### config.mk
export PLATFORM = sky130hd
export DESIGN_NAME = pho_holdover
export DESIGN_NICKNAME = d
export VERILOG_FILES = /design/src/hdl/pho_pkg.sv /design/src/hdl/pho_lock_detect.sv /design/src/hdl/pho_holdover.sv
export VERILOG_INCLUDE_DIRS = /design/src /design/src/hdl
export SDC_FILE = /design/constraint.sdc
export NUM_CORES = 1
export LEC_CHECK = 0
export BUFFER_PORTS_ARGS = -buffer_cell sky130_fd_sc_hd__buf_2
export CORE_MARGIN = 2
export CORE_UTILIZATION = 55
export CTS_CLUSTER_DIAMETER = 80
export CTS_CLUSTER_SIZE = 10
export DETAILED_ROUTE_END_ITERATION = 10
export PLACE_DENSITY = 0.77
export SLEW_MARGIN = 10
export SYNTH_ARGS = -nofsm -noshare
export SYNTH_HDL_FRONTEND = slang
export SYNTH_HIERARCHICAL = 1
export SYNTH_SLANG_ARGS = --single-unit
### constraint.sdc
create_clock -name mclk_i -period 3 [get_ports mclk_i]
set_input_delay 0.15 -clock mclk_i [delete_from_list [all_inputs] [get_ports mclk_i]]
set_output_delay 0.15 -clock mclk_i [all_outputs]
set_load 0.05 [all_outputs]
### src/hdl/pho_params.svh
`ifndef PHO_PARAMS_SVH
`define PHO_PARAMS_SVH

// ----------------------------------------------------------------------------
// Register offsets
// ----------------------------------------------------------------------------
`define PHO_OFS_LDCFG 8'h18
`define PHO_OFS_LDPIN 8'h1A
`define PHO_OFS_MONSEL 8'h1B
`define PHO_OFS_REFCTL 8'h1C
`define PHO_OFS_HOCTL 8'h1D
`define PHO_OFS_CHIGN 8'h1E
`define PHO_OFS_STAT 8'h1F

// ----------------------------------------------------------------------------
// Field positions and values
// ----------------------------------------------------------------------------
`define PHO_REFBUF_LSB 1
`define PHO_REFBUF_MSB 2
`define PHO_LDPIN_DLD 6'h00
`define PHO_LDPIN_CSRC 6'h04
`define PHO_MONSEL_FIRST_N 8'hF7

// ----------------------------------------------------------------------------
// Reset values
// ----------------------------------------------------------------------------
`define PHO_RST_LDCFG 8'h00
`define PHO_RST_LDPIN 8'h00
`define PHO_RST_MONSEL 8'h00
`define PHO_RST_REFCTL 8'h00
`define PHO_RST_HOCTL 8'h00
`define PHO_RST_CHIGN 8'h00

// ----------------------------------------------------------------------------
// Lock detect counts (detector cycles) and thresholds
// ----------------------------------------------------------------------------
`define PHO_LD_CNT_00 5
`define PHO_LD_CNT_01 16
`define PHO_LD_CNT_10 64
`define PHO_LD_CNT_11 255
`define PHO_LOCK_THR_LO 8'h04
`define PHO_LOCK_THR_HI 8'h08
`define PHO_UNLOCK_THR_LO 8'h08
`define PHO_UNLOCK_THR_HI 8'h10

`endif

### src/hdl/pho_pkg.sv
`default_nettype none

package pho_pkg;

  typedef enum logic [1:0] {
    PHO_RUN = 2'h0,
    PHO_HOLD = 2'h1,
    PHO_REARM = 2'h3
  } pho_state_type;

  // Lock detect configuration, laid out as bits 6:3 of its register.
  typedef struct packed {
    logic [1:0] count_sel;
    logic window_hi_n;
    logic dld_off;
  } pho_ldcfg_type;

  // Holdover control, laid out as bits 3:0 of its register.
  typedef struct packed {
    logic cmp_en;
    logic en_hi;
    logic ext_sel;
    logic en_lo;
  } pho_hoctl_type;

endpackage : pho_pkg

`default_nettype wire

### src/hdl/pho_lock_detect.sv
`timescale 1ns/1ns
`default_nettype none
`include "pho_params.svh"

module pho_lock_detect
  import pho_pkg::*;
#(
  parameter int ERR_W = 8,
  parameter logic [7:0] CNT_00 = 8'(`PHO_LD_CNT_00),
  parameter logic [7:0] CNT_01 = 8'(`PHO_LD_CNT_01),
  parameter logic [7:0] CNT_10 = 8'(`PHO_LD_CNT_10),
  parameter logic [7:0] CNT_11 = 8'(`PHO_LD_CNT_11)
) (
  // Clock and reset
  input wire logic mclk_i,
  input wire logic srst_i,
  // Configuration
  input wire pho_ldcfg_type cfg_i,
  // Detector cycle and edge time difference
  input wire logic pfd_cycle_i,
  input wire logic [ERR_W-1:0] phase_err_i,
  // Lock indication
  output logic locked_o
);

  logic [7:0] good_cnt_ff;
  logic locked_ff;
  logic [7:0] need;
  logic [ERR_W-1:0] lock_thr;
  logic [ERR_W-1:0] unlock_thr;

  always_comb begin
    case (cfg_i.count_sel)
      2'h0: need = CNT_00;
      2'h1: need = CNT_01;
      2'h2: need = CNT_10;
      default: need = CNT_11;
    endcase
  end

  // A cleared window bit selects the high range.
  assign lock_thr = cfg_i.window_hi_n ? ERR_W'(`PHO_LOCK_THR_LO) : ERR_W'(`PHO_LOCK_THR_HI);
  assign unlock_thr = cfg_i.window_hi_n ? ERR_W'(`PHO_UNLOCK_THR_LO) :
                      ERR_W'(`PHO_UNLOCK_THR_HI);

  always_ff @(posedge mclk_i) begin
    if (srst_i || cfg_i.dld_off) begin
      good_cnt_ff <= 8'h00;
      locked_ff <= 1'b0;
    end else if (pfd_cycle_i) begin
      if (locked_ff) begin
        if (phase_err_i > unlock_thr) begin
          locked_ff <= 1'b0;
          good_cnt_ff <= 8'h00;
        end
      end else if (phase_err_i < lock_thr) begin
        if (good_cnt_ff + 8'h01 >= need) begin
          locked_ff <= 1'b1;
        end
        good_cnt_ff <= good_cnt_ff + 8'h01;
      end else begin
        good_cnt_ff <= 8'h00;
      end
    end
  end

  assign locked_o = locked_ff;

  property p_unlock_single;
    @(posedge mclk_i) disable iff (srst_i)
      (locked_ff && pfd_cycle_i && !cfg_i.dld_off && phase_err_i > unlock_thr) |=> !locked_ff;
  endproperty
  a_unlock_single: assert property (p_unlock_single) else $error("Lock kept after bad cycle.");

  property p_lock_needs_count;
    @(posedge mclk_i) disable iff (srst_i)
      $rose(locked_ff) |-> $past(good_cnt_ff) + 8'h01 >= $past(need);
  endproperty
  a_lock_needs_count: assert property (p_lock_needs_count) else $error("Lock too early.");

endmodule : pho_lock_detect
`default_nettype wire

### src/hdl/pho_holdover.sv
// Behaviour
// - Holdover parks charge pump in high impedance.
// - Both enable bits required for any holdover.
// - Manual hold pin falling edge enters holdover.
// - Release on next reference detector edge (with manual control, once the pin is high again), or at once when an enable bit clears.
// - Reset B counter at release on a reference edge (not when an enable bit clears), prescaler runs.
// - Non-ignoring channels turn off while pin low.
// - Automatic holdover enters on sensed loss of lock.
// - Comparator disabled means lock pin reads high.
// - Re-entry waits for relock and recharged pin.
// - Holdover follows selected reference, releases on edge.
// - Lock count field, 00b means five cycles.
// - External control bit cleared selects automatic holdover.
// - Select 000100b routes current-source lock detect.
// - Window bit cleared selects high range.
// - Reference control 11b enables both buffers.
// - Monitor select 0xF7 gives first reference, low-active.
// - Digital lock held until one cycle exceeds unlock.
`timescale 1ns/1ns
`default_nettype none
`include "pho_params.svh"

module pho_holdover
  import pho_pkg::*;
#(
  parameter int CHANNELS = 4,
  parameter int ERR_W = 8
) (
  // Clock and reset
  input wire logic mclk_i,
  input wire logic srst_i,
  // Register port
  input wire logic [7:0] reg_addr_i,
  input wire logic [7:0] reg_wdata_i,
  input wire logic reg_wr_i,
  input wire logic reg_rd_i,
  output logic [7:0] reg_rdata_o,
  // Pins
  input wire logic manual_hold_n_i,
  input wire logic lock_indicator_pin_i,
  output logic lock_indicator_pin_o,
  output logic lock_indicator_pin_oe_o,
  output logic lock_indicator_csrc_o,
  output logic reference_monitor_pin_o,
  // Detector side, same clock domain
  input wire logic ref_pfd_edge_i,
  input wire logic pfd_cycle_i,
  input wire logic [ERR_W-1:0] phase_err_i,
  input wire logic first_reference_ok_i,
  // Loop and distribution controls
  output logic cp_hiz_o,
  output logic b_counter_reset_o,
  output logic [1:0] ref_buf_en_o,
  output logic [CHANNELS-1:0] dist_out_off_o,
  output logic digital_lock_detection_o
);

  // --------------------------------------------------------------------------
  // Registers
  // --------------------------------------------------------------------------
  logic [7:0] ldcfg_ff;
  logic [7:0] ldpin_ff;
  logic [7:0] monsel_ff;
  logic [7:0] refctl_ff;
  logic [7:0] hoctl_ff;
  logic [7:0] chign_ff;
  logic [7:0] rdata_ff;
  logic [7:0] nxt_rdata;
  pho_ldcfg_type ldcfg;
  pho_hoctl_type hoctl;

  assign ldcfg = pho_ldcfg_type'(ldcfg_ff[6:3]);
  assign hoctl = pho_hoctl_type'(hoctl_ff[3:0]);

  always_ff @(posedge mclk_i) begin
    if (srst_i) begin
      ldcfg_ff <= `PHO_RST_LDCFG;
      ldpin_ff <= `PHO_RST_LDPIN;
      monsel_ff <= `PHO_RST_MONSEL;
      refctl_ff <= `PHO_RST_REFCTL;
      hoctl_ff <= `PHO_RST_HOCTL;
      chign_ff <= `PHO_RST_CHIGN;
    end else if (reg_wr_i) begin
      case (reg_addr_i)
        `PHO_OFS_LDCFG: ldcfg_ff <= reg_wdata_i;
        `PHO_OFS_LDPIN: ldpin_ff <= reg_wdata_i;
        `PHO_OFS_MONSEL: monsel_ff <= reg_wdata_i;
        `PHO_OFS_REFCTL: refctl_ff <= reg_wdata_i;
        `PHO_OFS_HOCTL: hoctl_ff <= reg_wdata_i;
        `PHO_OFS_CHIGN: chign_ff <= reg_wdata_i;
        default: ;
      endcase
    end
  end

  // --------------------------------------------------------------------------
  // Pin synchronisers
  // --------------------------------------------------------------------------
  // The manual pin gets a third stage so the edge detector never looks at
  // the metastable first flop.
  logic hold_s1_ff;
  logic hold_s2_ff;
  logic hold_s3_ff;
  logic ld_s1_ff;
  logic ld_s2_ff;
  logic hold_fall;

  always_ff @(posedge mclk_i) begin
    if (srst_i) begin
      hold_s1_ff <= 1'b1;
      hold_s2_ff <= 1'b1;
      hold_s3_ff <= 1'b1;
    end else begin
      hold_s1_ff <= manual_hold_n_i;
      hold_s2_ff <= hold_s1_ff;
      hold_s3_ff <= hold_s2_ff;
    end
  end

  always_ff @(posedge mclk_i) begin
    if (srst_i) begin
      ld_s1_ff <= 1'b0;
      ld_s2_ff <= 1'b0;
    end else begin
      ld_s1_ff <= lock_indicator_pin_i;
      ld_s2_ff <= ld_s1_ff;
    end
  end

  assign hold_fall = hold_s3_ff & ~hold_s2_ff;

  // --------------------------------------------------------------------------
  // Digital lock detection
  // --------------------------------------------------------------------------
  logic digital_lock_detection;

  // Automatic holdover only behaves when the host leaves this enabled.
  pho_lock_detect #(
    .ERR_W(ERR_W)
  ) u_lock_detect (
    .mclk_i(mclk_i),
    .srst_i(srst_i),
    .cfg_i(ldcfg),
    .pfd_cycle_i(pfd_cycle_i),
    .phase_err_i(phase_err_i),
    .locked_o(digital_lock_detection)
  );

  assign digital_lock_detection_o = digital_lock_detection;

  // --------------------------------------------------------------------------
  // Lock indicator pin drive
  // --------------------------------------------------------------------------
  logic ld_out_ff;
  logic ld_oe_ff;
  logic ld_csrc_ff;

  // In current-source mode the pin is shorted low while unlocked and left
  // to charge its capacitor while locked, so any glitch restarts the charge.
  always_ff @(posedge mclk_i) begin
    if (srst_i) begin
      ld_out_ff <= 1'b0;
      ld_oe_ff <= 1'b0;
      ld_csrc_ff <= 1'b0;
    end else if (ldpin_ff[5:0] == `PHO_LDPIN_CSRC) begin
      ld_out_ff <= 1'b0;
      ld_oe_ff <= ~digital_lock_detection;
      ld_csrc_ff <= digital_lock_detection;
    end else if (ldpin_ff[5:0] == `PHO_LDPIN_DLD) begin
      ld_out_ff <= digital_lock_detection;
      ld_oe_ff <= 1'b1;
      ld_csrc_ff <= 1'b0;
    end else begin
      ld_out_ff <= 1'b0;
      ld_oe_ff <= 1'b1;
      ld_csrc_ff <= 1'b0;
    end
  end

  assign lock_indicator_pin_o = ld_out_ff;
  assign lock_indicator_pin_oe_o = ld_oe_ff;
  assign lock_indicator_csrc_o = ld_csrc_ff;

  // --------------------------------------------------------------------------
  // Reference buffers and monitor pin
  // --------------------------------------------------------------------------
  logic mon_pin_ff;

  always_ff @(posedge mclk_i) begin
    if (srst_i) begin
      mon_pin_ff <= 1'b0;
    end else if (monsel_ff == `PHO_MONSEL_FIRST_N) begin
      mon_pin_ff <= ~first_reference_ok_i;
    end else begin
      mon_pin_ff <= 1'b0;
    end
  end

  assign reference_monitor_pin_o = mon_pin_ff;
  assign ref_buf_en_o = refctl_ff[`PHO_REFBUF_MSB:`PHO_REFBUF_LSB];

  // --------------------------------------------------------------------------
  // Distribution output gating
  // --------------------------------------------------------------------------
  genvar gi;
  generate
    for (gi = 0; gi < CHANNELS; gi++) begin : g_chan
      logic off_ff;
      always_ff @(posedge mclk_i) begin
        if (srst_i) begin
          off_ff <= 1'b0;
        end else begin
          off_ff <= ~chign_ff[gi] & ~hold_s2_ff;
        end
      end
      assign dist_out_off_o[gi] = off_ff;
    end
  endgenerate

  // --------------------------------------------------------------------------
  // Holdover state machine
  // --------------------------------------------------------------------------
  pho_state_type state_ff;
  pho_state_type nxt_state;
  logic ho_en;
  logic lock_sense;
  logic man_trig;
  logic auto_trig;
  logic release_ok;

  assign ho_en = hoctl.en_lo & hoctl.en_hi;
  assign lock_sense = hoctl.cmp_en ? ld_s2_ff : 1'b1;
  assign man_trig = ho_en & hoctl.ext_sel & hold_fall;
  assign auto_trig = ho_en & ~hoctl.ext_sel & ~lock_sense;
  // The edge comes from the selected reference only, so a switchover that
  // loses lock is released by the new reference's first edge.
  assign release_ok = ref_pfd_edge_i & (~hoctl.ext_sel | hold_s2_ff);

  always_comb begin
    nxt_state = state_ff;
    case (state_ff)
      PHO_RUN: begin
        if (man_trig || auto_trig) begin
          nxt_state = PHO_HOLD;
        end
      end
      PHO_HOLD: begin
        if (!ho_en) begin
          nxt_state = PHO_RUN;
        end else if (release_ok) begin
          nxt_state = hoctl.ext_sel ? PHO_RUN : PHO_REARM;
        end
      end
      PHO_REARM: begin
        if (!ho_en || hoctl.ext_sel) begin
          nxt_state = man_trig ? PHO_HOLD : PHO_RUN;
        end else if (digital_lock_detection && lock_sense) begin
          nxt_state = PHO_RUN;
        end
      end
      default: nxt_state = PHO_RUN;
    endcase
  end

  always_ff @(posedge mclk_i) begin
    if (srst_i) begin
      state_ff <= PHO_RUN;
    end else begin
      state_ff <= nxt_state;
    end
  end

  // Entry acts in the trigger cycle itself to avoid a pump pulse slipping out.
  assign cp_hiz_o = (state_ff == PHO_HOLD) | (state_ff != PHO_HOLD && nxt_state == PHO_HOLD);
  assign b_counter_reset_o = (state_ff == PHO_HOLD) & ho_en & release_ok;

  // --------------------------------------------------------------------------
  // Read back
  // --------------------------------------------------------------------------
  always_comb begin
    case (reg_addr_i)
      `PHO_OFS_LDCFG: nxt_rdata = ldcfg_ff;
      `PHO_OFS_LDPIN: nxt_rdata = ldpin_ff;
      `PHO_OFS_MONSEL: nxt_rdata = monsel_ff;
      `PHO_OFS_REFCTL: nxt_rdata = refctl_ff;
      `PHO_OFS_HOCTL: nxt_rdata = hoctl_ff;
      `PHO_OFS_CHIGN: nxt_rdata = chign_ff;
      `PHO_OFS_STAT: nxt_rdata = {3'h0, cp_hiz_o, digital_lock_detection, lock_sense, state_ff};
      default: nxt_rdata = 8'h00;
    endcase
  end

  // Read data stand for one cycle only and are zero otherwise.
  always_ff @(posedge mclk_i) begin
    if (srst_i) begin
      rdata_ff <= 8'h00;
    end else if (reg_rd_i) begin
      rdata_ff <= nxt_rdata;
    end else begin
      rdata_ff <= 8'h00;
    end
  end

  assign reg_rdata_o = rdata_ff;

  // --------------------------------------------------------------------------
  // Checks
  // --------------------------------------------------------------------------
  property p_hold_parks;
    @(posedge mclk_i) disable iff (srst_i)
      (state_ff == PHO_HOLD) |-> cp_hiz_o;
  endproperty
  a_hold_parks: assert property (p_hold_parks) else $error("Pump driven in holdover.");

  property p_disabled_no_hold;
    @(posedge mclk_i) disable iff (srst_i)
      (!ho_en && state_ff != PHO_HOLD) |=> (state_ff != PHO_HOLD);
  endproperty
  a_disabled_no_hold: assert property (p_disabled_no_hold) else $error("Hold while off.");

  property p_manual_entry;
    @(posedge mclk_i) disable iff (srst_i)
      (ho_en && hoctl.ext_sel && $fell(hold_s2_ff)) |-> cp_hiz_o ##1 (state_ff == PHO_HOLD);
  endproperty
  a_manual_entry: assert property (p_manual_entry) else $error("Manual edge missed.");

  property p_level_no_retrigger;
    @(posedge mclk_i) disable iff (srst_i)
      (state_ff == PHO_RUN && hoctl.ext_sel && !hold_fall) |=> (state_ff == PHO_RUN);
  endproperty
  a_level_no_retrigger: assert property (p_level_no_retrigger) else $error("Level retrigger.");

  property p_wait_edge;
    @(posedge mclk_i) disable iff (srst_i)
      (state_ff == PHO_HOLD && ho_en && !ref_pfd_edge_i) |=> (state_ff == PHO_HOLD);
  endproperty
  a_wait_edge: assert property (p_wait_edge) else $error("Release without edge.");

  property p_b_reset;
    @(posedge mclk_i) disable iff (srst_i)
      b_counter_reset_o |-> ref_pfd_edge_i ##1 (state_ff != PHO_HOLD);
  endproperty
  a_b_reset: assert property (p_b_reset) else $error("B reset not at release.");

  property p_dist_off;
    @(posedge mclk_i) disable iff (srst_i)
      (!hold_s2_ff && !chign_ff[0]) |=> dist_out_off_o[0];
  endproperty
  a_dist_off: assert property (p_dist_off) else $error("Channel not turned off.");

  property p_auto_entry;
    @(posedge mclk_i) disable iff (srst_i)
      (state_ff == PHO_RUN && ho_en && !hoctl.ext_sel && hoctl.cmp_en && !ld_s2_ff)
        |=> (state_ff == PHO_HOLD);
  endproperty
  a_auto_entry: assert property (p_auto_entry) else $error("Loss of lock ignored.");

  property p_cmp_off;
    @(posedge mclk_i) disable iff (srst_i)
      (state_ff == PHO_RUN && !hoctl.cmp_en && !hoctl.ext_sel) |=> (state_ff == PHO_RUN);
  endproperty
  a_cmp_off: assert property (p_cmp_off) else $error("Comparator off yet held.");

  property p_rearm_wait;
    @(posedge mclk_i) disable iff (srst_i)
      (state_ff == PHO_REARM && !digital_lock_detection) |=> (state_ff != PHO_HOLD);
  endproperty
  a_rearm_wait: assert property (p_rearm_wait) else $error("Re-entry before relock.");

  property p_mon_pin;
    @(posedge mclk_i) disable iff (srst_i)
      (monsel_ff == `PHO_MONSEL_FIRST_N) ##1 (monsel_ff == `PHO_MONSEL_FIRST_N)
        |-> reference_monitor_pin_o == !$past(first_reference_ok_i);
  endproperty
  a_mon_pin: assert property (p_mon_pin) else $error("Monitor pin wrong.");

endmodule : pho_holdover
`default_nettype wire

==> flow_summary.ini, run 1 <==
[placed_design]
io_buffers = 53
gp_congestion = 0.8750
dpl.hpwl_um = 6491
dp_slack_ns = 1.018
post_dp_cell_area_um2 = 4207

[floorplan]
io_pins = 54
die_h_um = 88.64
core_area_um2 = 6869
rows = 30
die_area_um2 = 7857
die_w_um = 88.64
initial_core_util_pct = 57.36

[drt]
avgViaCountPerCell = 5.831
routed-via-count = 3201
antenna_left = 0
drtPass1Iterations = 4
totalWireLength_um = 9267
drtIter0Drc = 273
drcViolationCount = 0
wl_per_cell_um = 16.88

[layout]
layout-drive-gt1-share_pct = 20.75
final_net_count = 496
multi_input_area_um2 = 2171
fin_area_um2 = 4449
seqCellArea_um2 = 1602
antennaDiodeCount = 0
fill_cells = 568
layout-area-overhead-vs-synth_pct = 12.92

[clock_network]
cts_sinks = 80
post_cts_buffers = 0
tritoncts = built
cts_hold_buf = 3
numCtsBuffers = 9
ctsHtreeMaxLevel = 3
root_buffer = clkbuf_8
cts_resized = 0
worstSkewPairLatency_ns = 0.36
clk_pin_slew_ns = 0.09
clockBufferDepth = 2

[sta]
finalSetupViolations = 0
hold_violations = 0
clock_skew_ns = 0.01330
slew_viol_final = 0
worst_slack_ns = 0.7331
min_period_ns = 2.267
timing.setup.tns_ns = 0
max-slew-margin-rel_pct = 63.58
worst_pin_slew_ns = 0.5463
fin_crit_sh_pct = 75.56
rsz0062_at_grt = no
max_freq_ghz = 0.4411

[power_and_ir_drop]
power_mw = 2.078
p_leak_nw = 2.095
power.density_nw_per_um2 = 467.2
vdd_ir_drop_max_mv = 0.2971

[critical_path]
crit_chain = nor2b_1 > a41o_1 > nor3_1 > maj3_1 > buf_2
crit_slowest_cell = dfxtp_1
critPathRequiredTime_ns = 2.85
worst-path-max-fanout = 7
criticalPathCategory = reg -> out
start_kind = register
critical_path_arrival_ns = 2.12
crit_family = flip-flops
critPathCaptureType = output port
crit_buf_inv = 1
slowest_delay_ns = 0.50

[global_route]
grt_first_pass_wirelength_um = 14610
grt-ovfl-total = 0
grt_pass1_vias = 2992
grt_max_degree = 40
antenna_found_initial = 0
grt_usage_pct = 24.53

[yosys]
synthXorXnorAreaFrac_pct = 1.080
netlist_instances = 404
yosysSeqAreaShare_pct = 40.65
synth_top_family_by_area = simple AND/OR/NAND/NOR gates
syn-cell-area_um2 = 3940
synth_nets = 452
ys_warn_count = 6
ys.flop_type = dfxtp_1
ys_ff_latch = 80
synthArstFlopShare_pct = 0
yosys.area_share.simple_pct = 21.53
syn-mean-instance-area_um2 = 9.753
synth_cell_types = 61
synth_edf_count = 0
synth_fa_ha_area_share_pct = 5.017
synth_compound_area_share_pct = 9.686
synthMuxAreaShare_pct = 17.78

[run]
cap_violations = 0

[worst_hold_path]
hold_path.class = in -> reg

[run_status]
outcome = complete, no violations
## worst reg2reg max path, delay by kind of cell (launching register included)
| kind | cells | cell delay (ns) |
|---|---|---|
| adders and majority gates | 1 | 0.31 |
| AOI/OAI and AO/OA | 2 | 0.42 |
| DFF | 1 | 0.39 |
| and+or+nand+nor | 6 | 0.84 |
## layout make-up
type | instances | share of cell area [%]
clock buffer | 11 | 2.953
timing repair buffer | 58 | 6.974
tap | 96 | 2.700
clock inverter | 5 | 1.828
inverter | 9 | 0.7593
multi-input combinational | 290 | 48.79
sequential | 80 | 36.00
## power by group
| part | switching, mW | internal [mW] | total [mW] |
|---|---|---|---|
| logic | 0.0935 | 0.0458 | 0.139 |
| registers | 0.00444 | 1.07 | 1.07 |
| clock network | 0.397 | 0.470 | 0.867 |
| total | 0.495 | 1.58 | 2.08 |
## final timing paths
path / start / endpoint / slack (ns) / depth (start not counted)
setup / recovery: state_ff[0] / cp_hiz_o / 0.73 / 5
hold / removal: reg_wdata_i[6] / monsel_ff[6] / 0.08 / 3
setup reg to reg: u_lock_detect/good_cnt_ff[2] / u_lock_detect/locked_o / 0.96 / 9
hold reg to reg: hold_s1_ff / hold_s2_ff / 0.42 / 1
## cells in the final DEF, fill, tap and decap left out, drive strengths merged, types with 5 or more instances in the layout
| master | synthesis | routed |
|---|---|---|
| dfxtp | 80 | 80 |
| a31oi | 5 | 5 |
| nand4 | 6 | 6 |
| nor2b | 11 | 11 |
| a21oi | 8 | 8 |
| ha | 15 | 15 |
| and3 | 6 | 6 |
| buf | 15 | 55 |
| nand2 | 47 | 47 |
| nand3 | 10 | 10 |
| inv | 8 | 8 |
| clkbuf | 10 | 11 |
| nand2b | 5 | 5 |
| a311oi | 5 | 5 |
| mux2i | 58 | 58 |
| nor3 | 11 | 11 |
| nor2 | 42 | 42 |
## registers in the layout, indices dropped and copies added, names as in the netlist, 2 cells and up
register / cells
u_lock_detect/good_cnt_ff: 8
monsel_ff: 8
ldpin_ff: 8
refctl_ff: 8
state_ff: 2
ldcfg_ff: 8
g_chan.off_ff: 4
hoctl_ff: 8
chign_ff: 8
reg_rdata_o: 8
## synthesized netlist by cell type, types with 4 or more instances
master,n,area (µm²)
clkbuf_1,10,37.54
nand2_1,47,176.4
nand3_1,7,35.03
inv_1,8,30.03
dfxtp_1,80,1602
o2bb2ai_1,4,35.03
ha_1,15,187.7
a31oi_1,5,31.28
and3_1,5,31.28
buf_4,7,52.55
a311oi_1,4,35.03
mux2i_1,58,580.6
or2_2,4,25.02
a22oi_1,4,30.03
a21oi_1,8,40.04
nor2_1,42,157.7
nand2b_1,5,31.28
nor3_1,8,40.04
buf_2,5,25.02
nor2b_1,11,68.82
## metal layers
layer  global-route usage (%)  vias up  wire length, µm
met2                    38.47      135             4235
met3                    5.504       16              597
met1                    33.59     1515             4279
met5                        0        -                0
li1                         -     1535                -
met4                    8.127        0              155
## logic make-up after synthesis
kind of cell	after synthesis
muxes	64
DFF	80
adders and majority gates	16
and+or+nand+nor	157
buffers and inverters	34
AOI/OAI and AO/OA	49
xor gates and xnor gates	4
## stage by stage
step | util, % | cells | hold slack (ns)
floorplan | - | 404 | 0.2189
global placement | 61.24 | 530 | 0.3409
detailed placement | 61.24 | 530 | 0.3426
CTS | 64.77 | 549 | 0.08681
global route | 64.77 | 549 | 0.1061
finish | 64.77 | 549 | 0.08413
No activity file was read; power rests on OpenSTA's default activity.
==> inputs of run 2 (changes only) <==
--- a/config.mk
+++ b/config.mk
@@ -6,13 +6,14 @@
 export SDC_FILE = /design/constraint.sdc
 export NUM_CORES = 1
 export LEC_CHECK = 0
+export ABC_AREA = 1
 export BUFFER_PORTS_ARGS = -buffer_cell sky130_fd_sc_hd__buf_2
 export CORE_MARGIN = 2
-export CORE_UTILIZATION = 55
+export CORE_UTILIZATION = 52
 export CTS_CLUSTER_DIAMETER = 80
 export CTS_CLUSTER_SIZE = 10
 export DETAILED_ROUTE_END_ITERATION = 10
-export PLACE_DENSITY = 0.77
+export PLACE_DENSITY = 0.76
 export SLEW_MARGIN = 10
 export SYNTH_ARGS = -nofsm -noshare
 export SYNTH_HDL_FRONTEND = slang
==> constraint.sdc (replaced) <==
create_clock -name mclk_i -period 1.9 [get_ports mclk_i]
set_input_delay 0.095 -clock mclk_i [delete_from_list [all_inputs] [get_ports mclk_i]]
set_output_delay 0.095 -clock mclk_i [all_outputs]
set_load 0.05 [all_outputs]
==> run 2 against run 1 <==
Via count increased by 14%. Cell count rose by 29%. Synthesized cell count is 37% higher. Clock skew down 0.0025 ns. Clock power up 57%. Die area increased by 7.4%. Routed wire length rose by 4.2%. Sequential share of layout area shrank 0.42 points. Clock-buffer cell count grew 2. Flip-flop and latch count stayed put. Largest power group unchanged.
==> flow_summary.ini, run 2 <==
[run]
cap_violations = 0

[sta]
max-slew-margin-rel_pct = 64.52
timing.setup.tns_ns = 0
clock_skew_ns = 0.01084
min_period_ns = 1.784
slew_viol_final = 0
hold_slack_ns = 0.04933
fin_crit_sh_pct = 93.91
worst_pin_slew_ns = 0.5322
hold_violations = 0
finalSetupViolations = 0
max_freq_ghz = 0.5604
rsz0062_at_grt = no

[drt]
drtIter0Drc = 337
avgViaCountPerCell = 5.150
antenna_left = 0
routed-via-count = 3646
drtPass1Iterations = 5
totalWireLength_um = 9655
drcViolationCount = 0
wl_per_cell_um = 13.64

[floorplan]
die_h_um = 91.85
initial_core_util_pct = 52.75
io_pins = 54
rows = 32
core_area_um2 = 7607
die_area_um2 = 8436
die_w_um = 91.85

[critical_path]
worst-path-max-fanout = 4
critPathRequiredTime_ns = 2.13
critical_path_arrival_ns = 2.02
start_kind = register
reg2reg_slack_ns = 0.12
critPathCaptureType = register
criticalPathCategory = reg -> reg

[power_and_ir_drop]
p_leak_nw = 2.018
comb_power_share_pct = 6.4
swShare_pct = 22.73
vdd_ir_drop_max_mv = 0.4678
internal_power_mw = 2.523
power.density_nw_per_um2 = 721.3
clock_power_share_pct = 41.8
power_mw = 3.265
p_sw_mw = 0.7421
p_seq_share_pct = 51.8

[yosys]
synth_nets = 602
ys_ff_latch = 80
yosysTopAreaCellShare_pct = 39.91
ys_top_cells_by_area = dfxtp_1 (40%), nand2_1 (9.8%), a21oi_1 (8.0%), inv_1 (6.5%), nand3_1 (6.2%)
ys.flop_type = dfxtp_1
yosysSeqAreaShare_pct = 39.91
netlist_instances = 554
synth_cell_types = 37
synthArstFlopShare_pct = 0
yosysTopAreaCell = dfxtp_1
synth_edf_count = 0
syn-cell-area_um2 = 4013
ys_warn_count = 6
synth.most_common_cell = nand2_1
synth_common_cells = nand2_1 (105), dfxtp_1 (80), inv_1 (69), a21oi_1 (64), nor2_1 (54)
syn-mean-instance-area_um2 = 7.243

[layout]
layout-drive-gt1-share_pct = 18.48
final_cell_mix = nand2_1 (105), dfxtp_1 (75), inv_1 (69)
final_net_count = 649
layout_commonest_cell = nand2_1
antennaDiodeCount = 0
layout-area-overhead-vs-synth_pct = 12.82

[global_route]
grt_first_pass_wirelength_um = 15980
antenna_found_initial = 0
grt_usage_pct = 23.86
grt_max_degree = 38
grt-ovfl-total = 0
grt_pass1_vias = 3427

[clock_network]
post_cts_buffers = 0
worstSkewPairLatency_ns = 0.36
numCtsBuffers = 9
clockBufferDepth = 2
root_buffer = clkbuf_8
cts_sinks = 80
tritoncts = built
ctsHtreeMaxLevel = 3
clk_pin_slew_ns = 0.08

[placed_design]
dpl.hpwl_um = 7008
io_buffers = 53
gp_congestion = 0.9169

[run_status]
outcome = complete, no violations

[worst_hold_path]
hold_path.class = in -> reg
[run 2: cell type report]
type | instances | area [µm²]
inverter | 79 | 296.5
clock buffer | 13 | 148.9
timing repair buffer | 59 | 320.3
fill | 739 | 3080
clock inverter | 3 | 65.06
tap | 102 | 127.6
sequential | 80 | 1610
multi-input combinational | 372 | 1958
[run 2: path summary, 6_finish.rpt]
check	to	cells after the start	startpoint
setup / recovery	u_lock_detect/locked_o	12	u_lock_detect/good_cnt_ff[0]
hold / removal	reg_rdata_o[2]	3	reg_rd_i
setup reg to reg	u_lock_detect/locked_o	12	u_lock_detect/good_cnt_ff[0]
hold reg to reg	ld_s2_ff	2	ld_s1_ff
[run 2: per-stage QoR]
step	instances	util, %	cell area [µm²]	setup WS (ns)
after floorplan	554	-	4013	0.1596
after global placement	689	55.95	4257	0.1364
after detailed placement	689	55.95	4257	0.03701
after CTS	708	59.16	4501	0.006014
after global routing	708	59.51	4527	0.00009703
final	708	59.51	4527	0.1156
[run 2: logic make-up (layout without fill, tap and decap cells)]
logic type	count (synthesis)	in the layout	synth area share, %
simple gates	246	246	28.63
compound gates	107	107	14.06
buf+inv	102	154	11.66
flops	80	80	39.91
fa+ha+maj	15	15	4.677
xor+xnor	4	4	1.060
[run 2: routing by layer]
metal / GRT usage (%) / wire (µm) / up-vias
met2: 39.52 / 4581 / 104
met3: 5.012 / 537 / 17
met5: 0 / 0 / -
met1: 30.95 / 4344 / 1656
met4: 8.209 / 191 / 0
li1: - / - / 1869
[run 2: power groups by stage]
stage	clock network (mW)	logic, mW	registers [mW]
after floorplan	0	0.109	1.74
after global placement	0	0.196	1.73
after detailed placement	0	0.201	1.73
after CTS	1.39	0.206	1.69
after global routing	1.46	0.226	1.69
final	1.36	0.208	1.69
[run 2: what timing repair did]
item	CTS	global route
endpoints found under the hold margin	3	0
resized for setup	0	12
hold buffers	3	0
endpoints found under the setup margin	0	2
[run 2: worst max-delay path, stage by stage, from the launching register on]
cell     delay, ns
dfxtp_4       0.37
ha_4          0.16
nand2_1       0.11
inv_1         0.06
nand2_1       0.07
xor2_1        0.18
inv_2         0.06
ha_1          0.21
a21oi_1       0.16
o21a_1        0.13
nand2_1       0.05
nand2_1       0.05
a21oi_1       0.05
